--- src/pkg/lin_seq_map.vh ---
// register offsets, field positions, reset values and timing for the lin/uart sequencer
`ifndef LIN_SEQ_MAP_VH
`define LIN_SEQ_MAP_VH
// register indices (byte address = index * 1 on this plain port)
`define OFS_CONTROL     8'h00
`define OFS_STATUS      8'h01
`define OFS_ERROR       8'h02
`define OFS_BAUD        8'h03
`define OFS_LENGTH      8'h04
`define OFS_IDENT       8'h05
`define OFS_BUFSEL      8'h06
`define OFS_DATA        8'h07
// control register fields
`define CTL_CMD_LSB     0
`define CTL_ENA_BIT     4
`define CTL_LEGACY_BIT  5
// status register fields
`define ST_RX_DONE      0
`define ST_TX_DONE      1
`define ST_ERR          2
`define ST_ID_OK        3
`define ST_BUSY         4
// error register fields
`define ER_PARITY       0
`define ER_CHECKSUM     1
`define ER_FRAMING      2
`define ER_BIT          3
`define ER_OVERRUN      4
`define ER_TIMEOUT      5
`define ER_ABORT        6
// reset values
`define RST_IDENT       8'h80
`define RST_BAUD        12'h01f
// protocol constants
`define SYNC_CHAR       8'h55
`define BREAK_BITS      5'd13
`define BREAK_MIN       5'd11
`define TIMEOUT_BITS    12'd180
`endif

--- src/logic/lin_uart_command_sequencer.v ---
// lin/uart command sequencer with header, response and byte services
// Operation
// - enable cleared disables controller immediately
// - lin command bits select four functions
// - top command bit picks lin or uart
// - uart bits enable receive and/or transmit
// - uart: no checksum, timeout, lengths zero
// - clearing low bits aborts, sets abort flag
// - rx header: break, sync, id, timeout
// - legacy: length loaded from identifier after header
// - tx header: 13-bit break, 0x55, identifier
// - after header: flags, timeout, command 00
// - checksum kind sampled at response start
// - response done: flags, command 00
// - lin error stops response, line recessive
// - new header recorded during response, errors kept
// - lin data via fifo, buffer select indexed
// - uart data port is plain register
// - rx char sets done; read clears it
// - two-stage receive buffer, overrun flagged
// - framing error flagged on bad stop
// - tx write starts char, clears done
// - protocol bit 0 enhanced (classic for ids 0x3c-0x3f), 1 classic
// - four lin events raised
//
// Our own choices: the register offsets and the strobed register port.
`include "lin_seq_map.vh"
`default_nettype none
module lin_uart_command_sequencer #(
  parameter SAMPLES = 16   // clock enables per bit
) (
  // clock and reset
  input  wire       ref_clk,
  input  wire       rst_n,
  // register port
  input  wire [7:0] addr,
  input  wire [7:0] wdata,
  input  wire       wr,
  input  wire       rd,
  output reg  [7:0] rdata_q,
  // serial line
  input  wire       rx_pin,
  output reg        tx_pin_q
);
  // states, one-hot
  localparam [4:0] S_IDLE = 5'h01, S_BRK = 5'h02, S_BYTE = 5'h04, S_WAIT = 5'h08, S_STOP = 5'h10;
  // software registers
  reg [2:0]  command_field_q;  // command bits
  reg        controller_enable_q;
  reg        legacy_protocol_select_q;
  reg [11:0] baud_divider_q;
  reg [7:0]  identifier_q;
  reg [3:0]  rx_length_field_q, tx_length_field_q;
  reg [2:0]  buf_sel_q;
  reg [7:0]  error_q;
  reg        rx_done_flag_q, tx_done_flag_q, id_ready_flag_q;
  reg [7:0]  fifo_q [0:7];   // response data buffer
  reg [7:0]  uart_hold_q;    // second receive stage
  reg        hold_full_q, hold_ovr_q;
  reg        lin_err;         // one-cycle lin error pulse
  reg        utx_pend_q;      // uart character waiting to go
  reg [7:0]  utx_q;
  // synchroniser
  reg rx_m_q, rx_s_q;
  always @(posedge ref_clk or negedge rst_n) begin
    if (!rst_n) begin
      rx_m_q <= 1'b1;
      rx_s_q <= 1'b1;
    end else begin
      rx_m_q <= rx_pin;
      rx_s_q <= rx_m_q;
    end
  end
  // baud tick divider
  reg [11:0] div_q;
  reg        tick_q;
  always @(posedge ref_clk or negedge rst_n) begin
    if (!rst_n) begin
      div_q  <= 12'h000;
      tick_q <= 1'b0;
    end else if (div_q >= baud_divider_q) begin
      div_q  <= 12'h000;
      tick_q <= 1'b1;
    end else begin
      div_q  <= div_q + 12'h001;
      tick_q <= 1'b0;
    end
  end
  wire lin_mode  = controller_enable_q & ~command_field_q[2];
  wire uart_mode = controller_enable_q &  command_field_q[2];
  wire uart_rx_en = uart_mode & command_field_q[1];
  wire uart_tx_en = uart_mode & command_field_q[0];
  wire cmd_txh = lin_mode & (command_field_q[1:0] == 2'b01);
  wire cmd_rxr = lin_mode & (command_field_q[1:0] == 2'b10);
  wire cmd_txr = lin_mode & (command_field_q[1:0] == 2'b11);
  wire wr_ctl  = wr && addr == `OFS_CONTROL;
  wire wr_data = wr && addr == `OFS_DATA;
  wire rd_data = rd && addr == `OFS_DATA;
  wire abort   = wr_ctl && lin_mode && wdata[`CTL_ENA_BIT] && !wdata[2]
                 && wdata[1:0] == 2'b00 && command_field_q[1:0] != 2'b00;
  // ---------------- receiver: bit sampler, shared by lin and uart ----------------
  reg [4:0]  rs_st_q;
  reg [7:0]  rs_cnt_q;    // sub-bit count
  reg [3:0]  rs_bit_q;
  reg [7:0]  rs_sh_q;
  reg [4:0]  low_q;       // consecutive low bits for break
  reg        rx_byte_p, rx_framing_error_p;
  always @(posedge ref_clk or negedge rst_n) begin
    if (!rst_n) begin
      rs_st_q <= S_IDLE; rs_cnt_q <= 8'h00; rs_bit_q <= 4'h0; rs_sh_q <= 8'h00;
      low_q <= 5'd0; rx_byte_p <= 1'b0; rx_framing_error_p <= 1'b0;
    end else begin
      rx_byte_p <= 1'b0;
      rx_framing_error_p <= 1'b0;
      if (!controller_enable_q) begin
        rs_st_q <= S_IDLE;
        low_q   <= 5'd0;
      end else if (tick_q) begin
        case (rs_st_q)
          S_IDLE: begin
            if (!rx_s_q) begin
              rs_st_q <= S_BYTE; rs_cnt_q <= 8'h00; rs_bit_q <= 4'h0;
            end
          end
          S_BYTE: begin
            if (rs_cnt_q == SAMPLES[7:0] + (SAMPLES[7:0] >> 1) - 8'h01 ||
                (rs_bit_q != 4'h0 && rs_cnt_q == SAMPLES[7:0] - 8'h01)) begin
              rs_cnt_q <= 8'h00;
              rs_sh_q  <= {rx_s_q, rs_sh_q[7:1]};  // lsb first
              rs_bit_q <= rs_bit_q + 4'h1;
              if (rs_bit_q == 4'h7) rs_st_q <= S_STOP;
            end else rs_cnt_q <= rs_cnt_q + 8'h01;
          end
          S_STOP: begin
            if (rs_cnt_q == SAMPLES[7:0] - 8'h01) begin
              rs_cnt_q <= 8'h00;
              rx_byte_p <= rx_s_q;
              rx_framing_error_p <= ~rx_s_q;
              low_q <= (!rx_s_q && rs_sh_q == 8'h00) ? 5'd10 : 5'd0;
              rs_st_q <= rx_s_q ? S_IDLE : S_WAIT;
            end else rs_cnt_q <= rs_cnt_q + 8'h01;
          end
          S_WAIT: begin
            // line stays low: break candidate, wait for release
            if (rx_s_q) rs_st_q <= S_IDLE;
          end
          default: rs_st_q <= S_IDLE;
        endcase
      end
    end
  end
  wire brk_seen = tick_q && rs_st_q == S_WAIT && rx_s_q && low_q >= `BREAK_MIN - 5'd1;
  // ---------------- transmitter: shared serialiser ----------------
  reg [4:0] ts_st_q;
  reg [7:0] ts_cnt_q;
  reg [4:0] ts_bit_q;
  reg [9:0] ts_sh_q;
  reg       ts_go;          // start a byte (comb)
  reg [7:0] ts_byte;
  reg       ts_brk;         // send a break instead
  wire      ts_idle = ts_st_q == S_IDLE;
  wire      bit_end = tick_q && ts_cnt_q == SAMPLES[7:0] - 8'h01;
  always @(posedge ref_clk or negedge rst_n) begin
    if (!rst_n) begin
      ts_st_q <= S_IDLE; ts_cnt_q <= 8'h00; ts_bit_q <= 5'd0; ts_sh_q <= 10'h3ff;
      tx_pin_q <= 1'b1;
    end else if (!controller_enable_q || lin_err || abort) begin
      ts_st_q  <= S_IDLE;
      tx_pin_q <= 1'b1;
    end else begin
      case (ts_st_q)
        S_IDLE: begin
          tx_pin_q <= 1'b1;
          if (ts_go && tick_q) begin   // start on a tick: first bit full length
            ts_st_q  <= S_BYTE; ts_cnt_q <= 8'h00;
            ts_bit_q <= ts_brk ? `BREAK_BITS + 5'd1 : 5'd10;
            ts_sh_q  <= ts_brk ? 10'h000 : {1'b1, ts_byte, 1'b0};
          end
        end
        S_BYTE: begin
          tx_pin_q <= ts_sh_q[0] | (ts_bit_q == 5'd1);   // break ends with one stop
          if (bit_end) begin
            ts_cnt_q <= 8'h00;
            ts_sh_q  <= {ts_sh_q[9], ts_sh_q[9:1]};  // break stays low, byte fills high
            ts_bit_q <= ts_bit_q - 5'd1;
            if (ts_bit_q == 5'd1) ts_st_q <= S_IDLE;
          end else if (tick_q) ts_cnt_q <= ts_cnt_q + 8'h01;
        end
        default: ts_st_q <= S_IDLE;
      endcase
    end
  end
  wire ts_done = ts_st_q == S_BYTE && bit_end && ts_bit_q == 5'd1;
  // ---------------- lin frame sequencer ----------------
  localparam [4:0] F_IDLE = 5'h01, F_SYNC = 5'h02, F_ID = 5'h04, F_DATA = 5'h08, F_CSUM = 5'h10;
  reg [4:0]  fr_q;            // receive-header / header-tx progress
  reg [4:0]  rsp_q;           // response progress
  reg [3:0]  rsp_n_q;         // bytes handled
  reg [8:0]  csum_q;
  reg        enh_q;           // enhanced checksum latched at start
  reg [11:0] to_q;            // frame timeout, in bit times while transmitting, in ticks while the transmitter idles
  reg        to_run_q;
  reg [2:0]  acc_q;           // fifo index for software accesses
  reg [7:0]  tx_sel;
  wire [7:0] id_in = rs_sh_q;
  wire       par_ok = (id_in[6] == (id_in[0]^id_in[1]^id_in[2]^id_in[4])) &&
                      (id_in[7] == ~(id_in[1]^id_in[3]^id_in[4]^id_in[5]));
  wire [3:0] legacy_len = identifier_q[5] ? (identifier_q[4] ? 4'd8 : 4'd4)
                                          : 4'd2;
  wire [3:0] rsp_len = cmd_txr ? tx_length_field_q : rx_length_field_q;
  wire [8:0] csum_add = {1'b0, csum_q[7:0]} + {1'b0, tx_sel} + {8'h00, csum_q[8]};
  wire [8:0] csum_rx  = {1'b0, csum_q[7:0]} + {1'b0, rs_sh_q} + {8'h00, csum_q[8]};
  // combinational transmit source selection
  always @* begin
    ts_go = 1'b0; ts_brk = 1'b0; ts_byte = 8'h00;
    tx_sel = fifo_q[rsp_n_q[2:0]];
    if (ts_idle && cmd_txh && fr_q == F_IDLE) begin
      ts_go = 1'b1; ts_brk = 1'b1;
    end else if (ts_idle && cmd_txh && fr_q == F_SYNC) begin
      ts_go = 1'b1; ts_byte = `SYNC_CHAR;
    end else if (ts_idle && cmd_txh && fr_q == F_ID) begin
      ts_go = 1'b1; ts_byte = identifier_q;
    end else if (ts_idle && cmd_txr && rsp_q == F_DATA) begin
      ts_go = 1'b1; ts_byte = tx_sel;
    end else if (ts_idle && cmd_txr && rsp_q == F_CSUM) begin
      ts_go = 1'b1; ts_byte = ~(csum_q[7:0] + {7'h00, csum_q[8]});
    end else if (ts_idle && uart_tx_en && utx_pend_q) begin
      ts_go = 1'b1; ts_byte = utx_q;
    end
  end
  always @(posedge ref_clk or negedge rst_n) begin
    if (!rst_n) begin
      fr_q <= F_IDLE; rsp_q <= F_IDLE; rsp_n_q <= 4'h0; csum_q <= 9'h000; enh_q <= 1'b0;
      to_q <= 12'h000; to_run_q <= 1'b0; lin_err <= 1'b0;
      id_ready_flag_q <= 1'b0; rx_done_flag_q <= 1'b0; tx_done_flag_q <= 1'b0;
      error_q <= 8'h00; identifier_q <= `RST_IDENT; command_field_q <= 3'b000;
      controller_enable_q <= 1'b0; legacy_protocol_select_q <= 1'b0;
      baud_divider_q <= `RST_BAUD; rx_length_field_q <= 4'h0; tx_length_field_q <= 4'h0;
      buf_sel_q <= 3'h0; acc_q <= 3'h0; uart_hold_q <= 8'h00; hold_full_q <= 1'b0;
      hold_ovr_q <= 1'b0; utx_pend_q <= 1'b0; utx_q <= 8'h00; rdata_q <= 8'h00;
    end else begin
      lin_err <= 1'b0;
      // register writes
      if (wr_ctl) begin
        controller_enable_q      <= wdata[`CTL_ENA_BIT];
        command_field_q          <= wdata[2:0];
        legacy_protocol_select_q <= wdata[`CTL_LEGACY_BIT];
      end
      if (wr && addr == `OFS_BAUD)  baud_divider_q <= {4'h0, wdata};
      if (wr && addr == `OFS_IDENT) identifier_q <= wdata;
      if (wr && addr == `OFS_LENGTH && !uart_mode) begin
        rx_length_field_q <= wdata[3:0];
        tx_length_field_q <= wdata[7:4];
      end
      if (wr && addr == `OFS_BUFSEL) begin
        buf_sel_q <= wdata[2:0];
        acc_q     <= wdata[2:0];
      end
      if (wr && addr == `OFS_STATUS) begin   // write one to clear
        if (wdata[`ST_RX_DONE]) rx_done_flag_q <= 1'b0;
        if (wdata[`ST_TX_DONE]) tx_done_flag_q <= 1'b0;
        if (wdata[`ST_ID_OK])   id_ready_flag_q <= 1'b0;
        if (wdata[`ST_ERR])     error_q <= 8'h00;
      end
      if (uart_mode) begin
        rx_length_field_q <= 4'h0;
        tx_length_field_q <= 4'h0;
      end
      // data port
      if (wr_data) begin
        if (uart_mode) begin
          if (uart_tx_en) begin
            utx_q <= wdata; utx_pend_q <= 1'b1; tx_done_flag_q <= 1'b0;
          end
        end else begin
          fifo_q[acc_q] <= wdata;
          acc_q <= acc_q + 3'h1;
        end
      end
      if (rd_data) begin
        if (uart_mode) begin
          rdata_q <= uart_hold_q;
          rx_done_flag_q <= 1'b0;
          hold_full_q <= 1'b0;
          if (hold_ovr_q) error_q[`ER_OVERRUN] <= 1'b1;
          hold_ovr_q <= 1'b0;
        end else begin
          rdata_q <= fifo_q[acc_q];
          acc_q <= acc_q + 3'h1;
        end
      end else if (rd) begin
        case (addr)
          `OFS_CONTROL: rdata_q <= {2'b00, legacy_protocol_select_q, controller_enable_q,
                                    1'b0, command_field_q};
          `OFS_STATUS:  rdata_q <= {3'b000, ~ts_idle, id_ready_flag_q, |error_q,
                                    tx_done_flag_q, rx_done_flag_q};
          `OFS_ERROR:   rdata_q <= error_q;
          `OFS_BAUD:    rdata_q <= baud_divider_q[7:0];
          `OFS_LENGTH:  rdata_q <= {tx_length_field_q, rx_length_field_q};
          `OFS_IDENT:   rdata_q <= identifier_q;
          `OFS_BUFSEL:  rdata_q <= {5'h00, buf_sel_q};
          default:      rdata_q <= 8'h00;
        endcase
      end
      if (ts_go && tick_q && utx_pend_q && uart_tx_en) utx_pend_q <= 1'b0;
      if (ts_done && uart_tx_en) tx_done_flag_q <= 1'b1;
      // uart receive into holding stage
      if (uart_rx_en && rx_byte_p) begin
        uart_hold_q <= rs_sh_q;
        hold_ovr_q  <= hold_full_q && !rd_data;
        hold_full_q <= 1'b1;
        rx_done_flag_q <= 1'b1;
      end
      if (uart_rx_en && rx_framing_error_p) error_q[`ER_FRAMING] <= 1'b1;
      // frame timeout, lin only
      if (to_run_q && tick_q && lin_mode) begin
        if (ts_cnt_q == 8'h00) to_q <= to_q + 12'h001;
        if (to_q >= `TIMEOUT_BITS && rsp_q != F_IDLE) begin
          error_q[`ER_TIMEOUT] <= 1'b1; lin_err <= 1'b1;
          rsp_q <= F_IDLE; to_run_q <= 1'b0;
        end
      end
      // header reception in background
      if (lin_mode && !cmd_txh) begin
        if (brk_seen) fr_q <= F_SYNC;
        else if (rx_byte_p && fr_q == F_SYNC)
          fr_q <= (rs_sh_q == `SYNC_CHAR) ? F_ID : F_IDLE;
        else if (rx_byte_p && fr_q == F_ID) begin
          fr_q <= F_IDLE;
          identifier_q <= rs_sh_q;
          id_ready_flag_q <= 1'b1;
          to_q <= 12'h000; to_run_q <= 1'b1;
          if (!par_ok) error_q[`ER_PARITY] <= 1'b1;
          if (legacy_protocol_select_q) begin
            rx_length_field_q <= legacy_len;
            tx_length_field_q <= legacy_len;
          end
        end
      end
      // header transmission steps
      if (cmd_txh && ts_done) begin
        case (fr_q)
          F_IDLE: fr_q <= F_SYNC;
          F_SYNC: fr_q <= F_ID;
          F_ID: begin
            fr_q <= F_IDLE;
            command_field_q[1:0] <= 2'b00;
            id_ready_flag_q <= 1'b1;
            to_q <= 12'h000; to_run_q <= 1'b1;
            if (legacy_protocol_select_q) begin
              rx_length_field_q <= legacy_len;
              tx_length_field_q <= legacy_len;
            end
          end
          default: fr_q <= F_IDLE;
        endcase
      end
      // response start: latch checksum kind
      if ((cmd_rxr || cmd_txr) && rsp_q == F_IDLE && !rsp_n_q[3]) begin
        enh_q   <= !legacy_protocol_select_q && identifier_q[5:2] != 4'hf;
        csum_q  <= (!legacy_protocol_select_q && identifier_q[5:2] != 4'hf)
                   ? {1'b0, identifier_q} : 9'h000;
        rsp_n_q <= 4'h8;  // marks started
        rsp_q   <= (rsp_len == 4'h0) ? F_CSUM : F_DATA;
      end else if (rsp_q == F_DATA && ((cmd_txr && ts_done) || (cmd_rxr && rx_byte_p))) begin
        csum_q <= cmd_txr ? csum_add : csum_rx;
        if (cmd_rxr) fifo_q[rsp_n_q[2:0]] <= rs_sh_q;
        rsp_n_q <= {1'b1, rsp_n_q[2:0] + 3'h1};
        if ({1'b0, rsp_n_q[2:0]} + 4'h1 == rsp_len) rsp_q <= F_CSUM;
      end else if (rsp_q == F_CSUM && ((cmd_txr && ts_done) || (cmd_rxr && rx_byte_p))) begin
        rsp_q <= F_IDLE; rsp_n_q <= 4'h0; to_run_q <= 1'b0;
        command_field_q[1:0] <= 2'b00;
        if (cmd_txr) tx_done_flag_q <= 1'b1;
        else if (csum_rx[7:0] + {7'h00, csum_rx[8]} != 8'hff) begin
          error_q[`ER_CHECKSUM] <= 1'b1; lin_err <= 1'b1;
        end else rx_done_flag_q <= 1'b1;
      end
      if (rsp_q != F_IDLE && (rx_framing_error_p || (cmd_txr && ts_st_q == S_BYTE && bit_end &&
          rx_s_q != tx_pin_q))) begin
        error_q[`ER_BIT] <= 1'b1; lin_err <= 1'b1;
        rsp_q <= F_IDLE; rsp_n_q <= 4'h0;
      end
      // abort and disable
      if (abort) begin
        error_q[`ER_ABORT] <= 1'b1;
        rsp_q <= F_IDLE; rsp_n_q <= 4'h0; fr_q <= F_IDLE;
      end
      if (!controller_enable_q) begin
        rsp_q <= F_IDLE; rsp_n_q <= 4'h0; fr_q <= F_IDLE; to_run_q <= 1'b0;
        utx_pend_q <= 1'b0;
      end
    end
  end
endmodule // lin_uart_command_sequencer
`default_nettype wire

--- config.mk ---
export PLATFORM = sky130hd
export DESIGN_NAME = lin_uart_command_sequencer
export DESIGN_NICKNAME = d
export VERILOG_FILES = /design/src/logic/lin_uart_command_sequencer.v
export VERILOG_INCLUDE_DIRS = /design/src /design/src/pkg
export SDC_FILE = /design/constraint.sdc
export NUM_CORES = 1
export LEC_CHECK = 0
export ABC_AREA = 1
export BUFFER_PORTS_ARGS = -buffer_cell sky130_fd_sc_hd__buf_2
export CAP_MARGIN = 20
export CORE_UTILIZATION = 25
export DETAILED_ROUTE_END_ITERATION = 12
export HOLD_SLACK_MARGIN = 0.15
export PLACE_DENSITY = 0.4
export SYNTH_ARGS = -nofsm -noshare
export SYNTH_HDL_FRONTEND = slang
export SYNTH_SLANG_ARGS = --single-unit
--- constraint.sdc ---
create_clock -name ref_clk -period 2.7 [get_ports ref_clk]
set_input_delay 0.54 -clock ref_clk [delete_from_list [all_inputs] [get_ports ref_clk]]
set_output_delay 0.54 -clock ref_clk [all_outputs]
set_load 0.005 [all_outputs]
[Yosys cells after proc, flatten, opt, wreduce, memory -nomap -nowiden]
Memory sizes are Yosys's and may differ from the RTL's.
Index checks and enable logic that the tools add are counted.
Word-level totals
  bits in latches: 0
  memories kept: 1
  register bits: 185
  output and inout bits: 9
  logic and storage cells: 482
  memory bits (read-only): 0
  bits in writable memories: 64
Operators by class
  multiply operators: 0
  reductions and logical operators: 111
  eq/ne operators: 57
  shift operators: 0
  div/mod/pow operators: 0
  bitwise operators: 21
  add/subtract/negate cells: 15
  magnitude comparators: 3
  mux-type cells: 227
Memories
  fifo_q: words 8, width 8, rd ports 2, clocked after Yosys merged registers in 0, wr ports 2, line lin_uart_command_sequencer.v:57  | reg [7:0] fifo_q [0:7];
Operator list (count)
  $mux 5: 34
  $mux 8: 21
  $mux 4: 33
  $mux 12: 9
  $mux 1: 99
  $logic_and 1x1->1: 59
  $pmux 8 s7: 1
  $mux 9: 4
  $eq 8x3->1 const B: 4
  $reduce_bool 2->1: 13
  $eq 5x1->1 const B: 5
  $add 12x1->12 const B: 2
  $logic_not 8->1: 3
  $ne 3x3->1 const B: 8
  $pmux 8 s3: 1
  $mux 3: 7
  $mux 10: 2
  $pmux 10 s2: 1
  $pmux 5 s2: 2
  $pmux 5 s4: 1
  $reduce_and 4->1: 5
  $add 8x8->9: 2
  $add 9x1->9: 2
  $add 8x1->8: 2
  53 further kinds: 114

[Depth between registers and ports, before layout]
  depth in word-level cells: 15
  depth in mapped cells: 19
  depth with buffers taken out: 19

[Worst setup path before layout]
OpenSTA, ideal clock, no wires.
  path kind: register to register
  from: register rs_sh_q[0], in the netlist id_in[0]
  to: register lin_err
  setup slack: -0.300 ns
  arrival time: 2.881 ns
  required time: 2.581 ns
  period minus slack after synthesis: 3.000 ns
  cell stages (with the launch flop): 20
  cells stage by stage: dfrtp_1 clkinv_1 fa_1 fa_1 inv_1 nand3_1 nand2_1 nand4_1 o311ai_0 ha_1 ha_1 inv_1 a21oi_1 nand2_1 nor2_1 nand3_1 nor2_1 nand3b_1 nand2_1 nand2_1
Between the ends
  word-level cells in the longest chain between the ends: 10
RTL lines
  start: declaration: line lin_uart_command_sequencer.v:105  | reg [7:0] rs_sh_q;
  start signal: assignment: line lin_uart_command_sequencer.v:129  | rs_sh_q <= {rx_s_q, rs_sh_q[7:1]};
  $add 8x8->9: line lin_uart_command_sequencer.v:212  | wire [8:0] csum_rx = {1'b0, csum_q[7:0]} + {1'b0, rs_sh_q} + {8'h00, csum_q[8]};
  $add 9x1->9: line lin_uart_command_sequencer.v:212
  $add 8x1->8: line lin_uart_command_sequencer.v:374  | else if (csum_rx[7:0] + {7'h00, csum_rx[8]} != 8'hff) begin
  $ne 8x8->1: line lin_uart_command_sequencer.v:374
  $mux 1: line lin_uart_command_sequencer.v:374
  $mux 1: line lin_uart_command_sequencer.v:373  | if (cmd_txr) tx_done_flag_q <= 1'b1;
  $mux 1: line lin_uart_command_sequencer.v:370  | end else if (rsp_q == F_CSUM && ((cmd_txr && ts_done) || (cmd_rxr && rx_byte_p))) begin
  $mux 1: line lin_uart_command_sequencer.v:365  | end else if (rsp_q == F_DATA && ((cmd_txr && ts_done) || (cmd_rxr && rx_byte_p))) begin
  $mux 1: line lin_uart_command_sequencer.v:359  | if ((cmd_rxr || cmd_txr) && rsp_q == F_IDLE && !rsp_n_q[3]) begin
  $mux 1: line lin_uart_command_sequencer.v:378  | if (rsp_q != F_IDLE && (rx_framing_error_p || (cmd_txr && ts_st_q == S_BYTE && bit_end &&
  end signal: assignment: line lin_uart_command_sequencer.v:319  | error_q[`ER_TIMEOUT] <= 1'b1; lin_err <= 1'b1;
  end signal: assignment: line lin_uart_command_sequencer.v:375  | error_q[`ER_CHECKSUM] <= 1'b1; lin_err <= 1'b1;
  end signal: assignment: line lin_uart_command_sequencer.v:380  | error_q[`ER_BIT] <= 1'b1; lin_err <= 1'b1;
  end: declaration: line lin_uart_command_sequencer.v:60  | reg lin_err;
No other way between the ends.
A chain may end at the register's enable or synchronous reset.

[Final worst setup path]
  from: register rs_sh_q[0], in the netlist id_in[0]
  to: register error_q[1]
Between the ends
  word-level cells in the longest chain between the ends: 9
RTL lines
  $add 8x8->9: line lin_uart_command_sequencer.v:212
  $add 9x1->9: line lin_uart_command_sequencer.v:212
  $add 8x1->8: line lin_uart_command_sequencer.v:374
  $ne 8x8->1: line lin_uart_command_sequencer.v:374
  $mux 1: line lin_uart_command_sequencer.v:374
  $mux 1: line lin_uart_command_sequencer.v:373
  $mux 1: line lin_uart_command_sequencer.v:370
  $mux 1: line lin_uart_command_sequencer.v:365
  $mux 1: line lin_uart_command_sequencer.v:359
  end signal: indexed assignment: line lin_uart_command_sequencer.v:375
  end signal: indexed assignment: line lin_uart_command_sequencer.v:380
  end signal: indexed assignment: line lin_uart_command_sequencer.v:385  | error_q[`ER_ABORT] <= 1'b1;
  end: declaration: line lin_uart_command_sequencer.v:55  | reg [7:0] error_q;
No other way between the ends.

==> flow_summary_export.csv <==
group,metric,value,unit
clock_tree,htreeDepth,1,
global_routing,grt_pass1_wl,83970,um
pwr,leakage,8.149,nW
floorplanning,core-area,0.05770,mm2
timing,hold_viol,0,
place,post-dp-hpwl,41830,um
setup_path,path_delay_family,"adder cells",
place,place_area,0.01636,mm2
floorplanning,boundaryPins,30,
global_routing,grt_max_degree,43,
setup_path,crit_chain,"clkinv_4 -> fa_2 -> fa_2 -> inv_2 -> nand3_4 -> nand2_2 -> nand4_1 -> o311ai_2 -> ha_2 -> ha_4 -> inv_2 -> a21oi_2 -> nand2_1 -> nor2_1 -> nand3_1 -> nor2_1 -> nand3b_1 -> nand2_2 -> nand2_1",
clock_tree,cts_buffer_depth,3,
run_status,status,"finished with violations",
timing,skew,0.008138,ns
global_routing,antenna_found_initial,0,
timing,period_share,107.7,%
floorplanning,rows,88,
timing,tns,-0.5175,ns
timing,worst_pin_slew,0.7713,ns
yosys,ys_warn_count,0,
yosys,ys_top_cells_by_area,"dfrtp_1 26%, nand2_1 16%, edfxtp_1 13%",
layout,area_delta_synth_final,20.45,%
timing,maxSlewViolCount,0,
detailed_routing,drt_iter0_markers,1032,
layout,fin_area,0.01758,mm2
pwr,p_seq_share,45.0,%
place,routabilityCongestion,0.9170,
clock_tree,cts_tree,"yes",
yosys,syn_area,0.01460,mm2
yosys,synth_area_leader_cell,"dfrtp_1",
floorplanning,dieArea,0.05935,mm2
detailed_routing,wire_per_inst,19.22,um
yosys,async_reset_ff_share,73.22,%
setup_path,cp_data_arrival_time,3.38,ns
setup_path,crit_type,"flop to flop",
global_routing,grt_pass1_vias,13131,
setup_path,crit_buf_inv,3,
timing,max_slew_margin,48.52,%
detailed_routing,remaining_drc_errors,0,
detailed_routing,wl,55430,um
yosys,synth_flop_cell,"dfrtp_1",
clock_tree,clk_pin_slew,0.06,ns
pwr,p_sw_share,26.25,%
timing,post-route-min-period,2.908,ns
yosys,synth_cell_types,54,
setup_path,start_kind,"flop",
layout,drive_above_1_share,15.01,%
clock_tree,cts_sinks,239,
clock_tree,numCtsBuffers,30,
pwr,switchingPower,0.002260,W
detailed_routing,drtPass1Iterations,5,
layout,nNetsFinal,2161,
layout,n_antenna_cell,0,
detailed_routing,vias,13684,
timing,fmax,343.8,MHz
setup_path,critPathSlowestCell,"dfrtp_1",
timing,setup_viol,3,
yosys,ys_seq_area_share,43.37,%
floorplanning,die_w,243.6,um
place,portBuffers,29,
pwr,power_density,489.6,mW/mm2
run_status,violations,"setup timing",
pwr,combPwrFrac,8.9,%
setup_path,worstPathRequired,3.17,ns
floorplanning,start_util,25.30,%
floorplanning,die_h,243.6,um
pwr,intPower,0.006348,W
detailed_routing,routed_via_density,4.745,
pwr,ir_drop,0.4676,mV
setup_path,crit_path_end_kind,"flop",
global_routing,grtUsageTotal,18.68,%
setup_path,crit_fanout,2,
yosys,synth_top_area_share,26.06,%
job,cap_violations,0,
setup_path,max_stage_delay,0.40,ns
clock_tree,clk_latency,0.59,ns
detailed_routing,postRouteAntennaNets,0,
min_path,worst_hold_path_type,"primary input to flop",
yosys,synth_edf_count,64,
global_routing,overflow,0,
clock_tree,ctsRootBufferMaster,"clkbuf_16",
timing,rsz0062_at_grt,"yes",
timing,layout_setup_ws,-0.2085,ns
yosys,avgSynthCellArea,7.447,um2
yosys,ys_seq_elements,239,
pwr,p_clk_share,46.1,%
yosys,syn_inst,1960,
==> cells in the mapped netlist, types with 9 or more instances <==
| cell | n |
|---|---|
| o211ai_1 | 15 |
| o21a_1 | 9 |
| nand4_1 | 26 |
| o21ai_0 | 168 |
| o21ai_1 | 59 |
| dfrtp_1 | 152 |
| nor3_1 | 21 |
| nor2_1 | 177 |
| nand3_1 | 121 |
| dfstp_2 | 23 |
| nand3b_1 | 14 |
| nand2_1 | 614 |
| inv_1 | 185 |
| buf_2 | 9 |
| a21oi_1 | 77 |
| xnor2_1 | 14 |
| xor2_1 | 22 |
| buf_1 | 9 |
| edfxtp_1 | 64 |
| ha_1 | 40 |
| clkbuf_1 | 30 |
==> worst paths after layout <==
path / end / slack [ns] / start / depth (start not counted)
min in group asynchronous: rs_cnt_q[3]$_DFFE_PN0P_ / 0.38 / rst_n / 2
min: rdata_q[2]$_DFFE_PN0P_ / 0.33 / rd / 3
max reg2reg: error_q[1]$_DFF_PN0_ / -0.21 / id_in[0]$_DFFE_PN0P_ / 19
max: error_q[1]$_DFF_PN0_ / -0.21 / id_in[0]$_DFFE_PN0P_ / 19
min reg2reg: rx_s_q$_DFF_PN1_ / 0.36 / rx_m_q$_DFF_PN1_ / 0
max in group asynchronous: rdata_q[7]$_DFFE_PN0P_ / 1.49 / rst_n / 3
==> layer usage <==
layer | GRT usage (%) | share of wire (%) | vias to the layer above
li1 | - | - | 6737
met1 | 26.20 | 47 | 6581
met2 | 30.91 | 47 | 304
met3 | 1.807 | 4.0 | 62
met4 | 4.154 | 2.3 | 0
met5 | 0 | 0 | -
==> worst min-delay path: stages <==
cell    delay [ns]
buf_2         0.17
nor2_1        0.11
nor2_1        0.05
==> per-stage QoR <==
step           setup WS, ns  total power [W]  hold slack (ns)  utilization (%)  cells
2_1_floorplan      -0.05254         0.004312           0.2444                -   1962
3_3_place_gp        -0.2518         0.004683           0.3459            28.36   2817
3_5_place_dp        -0.2922         0.004690           0.3535            28.36   2817
4_1_cts             -0.1650         0.008720           0.3061            30.20   2877
5_1_grt             -0.4276         0.008946           0.3393            30.47   2884
6_report            -0.2085         0.008608           0.3274            30.47   2884
==> logic make-up (layout without fill, tap and decap cells) <==
family | Yosys count | in the layout | share of synthesized area, %
compound gates | 367 | 367 | 13.67
fa+ha+maj | 44 | 44 | 3.978
other cells | 1 | 3 | 0.02569
buf+inv | 254 | 411 | 7.021
simple gates | 1019 | 1019 | 29.77
xor+xnor | 36 | 36 | 2.160
flops | 239 | 239 | 43.37
==> timing repair <==
action | 4_1_cts | 5_1_grt
endpoints found under the setup margin | 9 | 34
cloned | 0 | 0
hold endpoints to repair | 6 | 0
pin swaps | 0 | 9
buffers inserted | 3 | 7
hold buffers | 2 | 0
gates resized for setup | 13 | 29
==> power by group through the flow <==
stage | registers (W) | clock network (W) | logic [W]
after global routing | 0.00388 | 0.00421 | 0.000852
after floorplan | 0.00391 | 0 | 0.000406
after global placement | 0.00394 | 0 | 0.000747
final | 0.00387 | 0.00397 | 0.000765
after CTS | 0.00387 | 0.00409 | 0.000755
after detailed placement | 0.00394 | 0 | 0.000751
==> sequential cells by signal (all words and copies together), names as in the netlist, 4 cells and up <==
register and cells:
tx_length_field_q 4, rx_length_field_q 4, rs_cnt_q 8, ts_sh_q 10
error_q 7, baud_divider_q 8, id_in 8, fifo_q 64
uart_hold_q 8, to_q 12, rdata_q 8, identifier_q 8
ts_cnt_q 8, rsp_q 5, csum_q 9, ts_bit_q 5
rsp_n_q 4, rs_st_q 4, utx_q 8, div_q 12
rs_bit_q 4
==> layout by cell type, fill, tap and decap left out, types with 31 or more instances in the layout <==
master / n
nand3_1: 118
dfrtp_1: 149
o21ai_1: 62
clkbuf_16: 31
ha_1: 34
buf_4: 125
a21oi_1: 72
inv_1: 181
nand2_1: 604
o21ai_0: 165
nor2_1: 175
edfxtp_1: 64
==> layout make-up <==
cell class	count	area, um2
clock buffer	47	915.9
clock inverter	8	57.56
fill	6323	40110
inverter	197	747.0
multi-input combinational	1469	7415
sequential	239	6334
tap	765	957.2
timing repair buffer	159	1155
(Power assumes the default switching activity.)
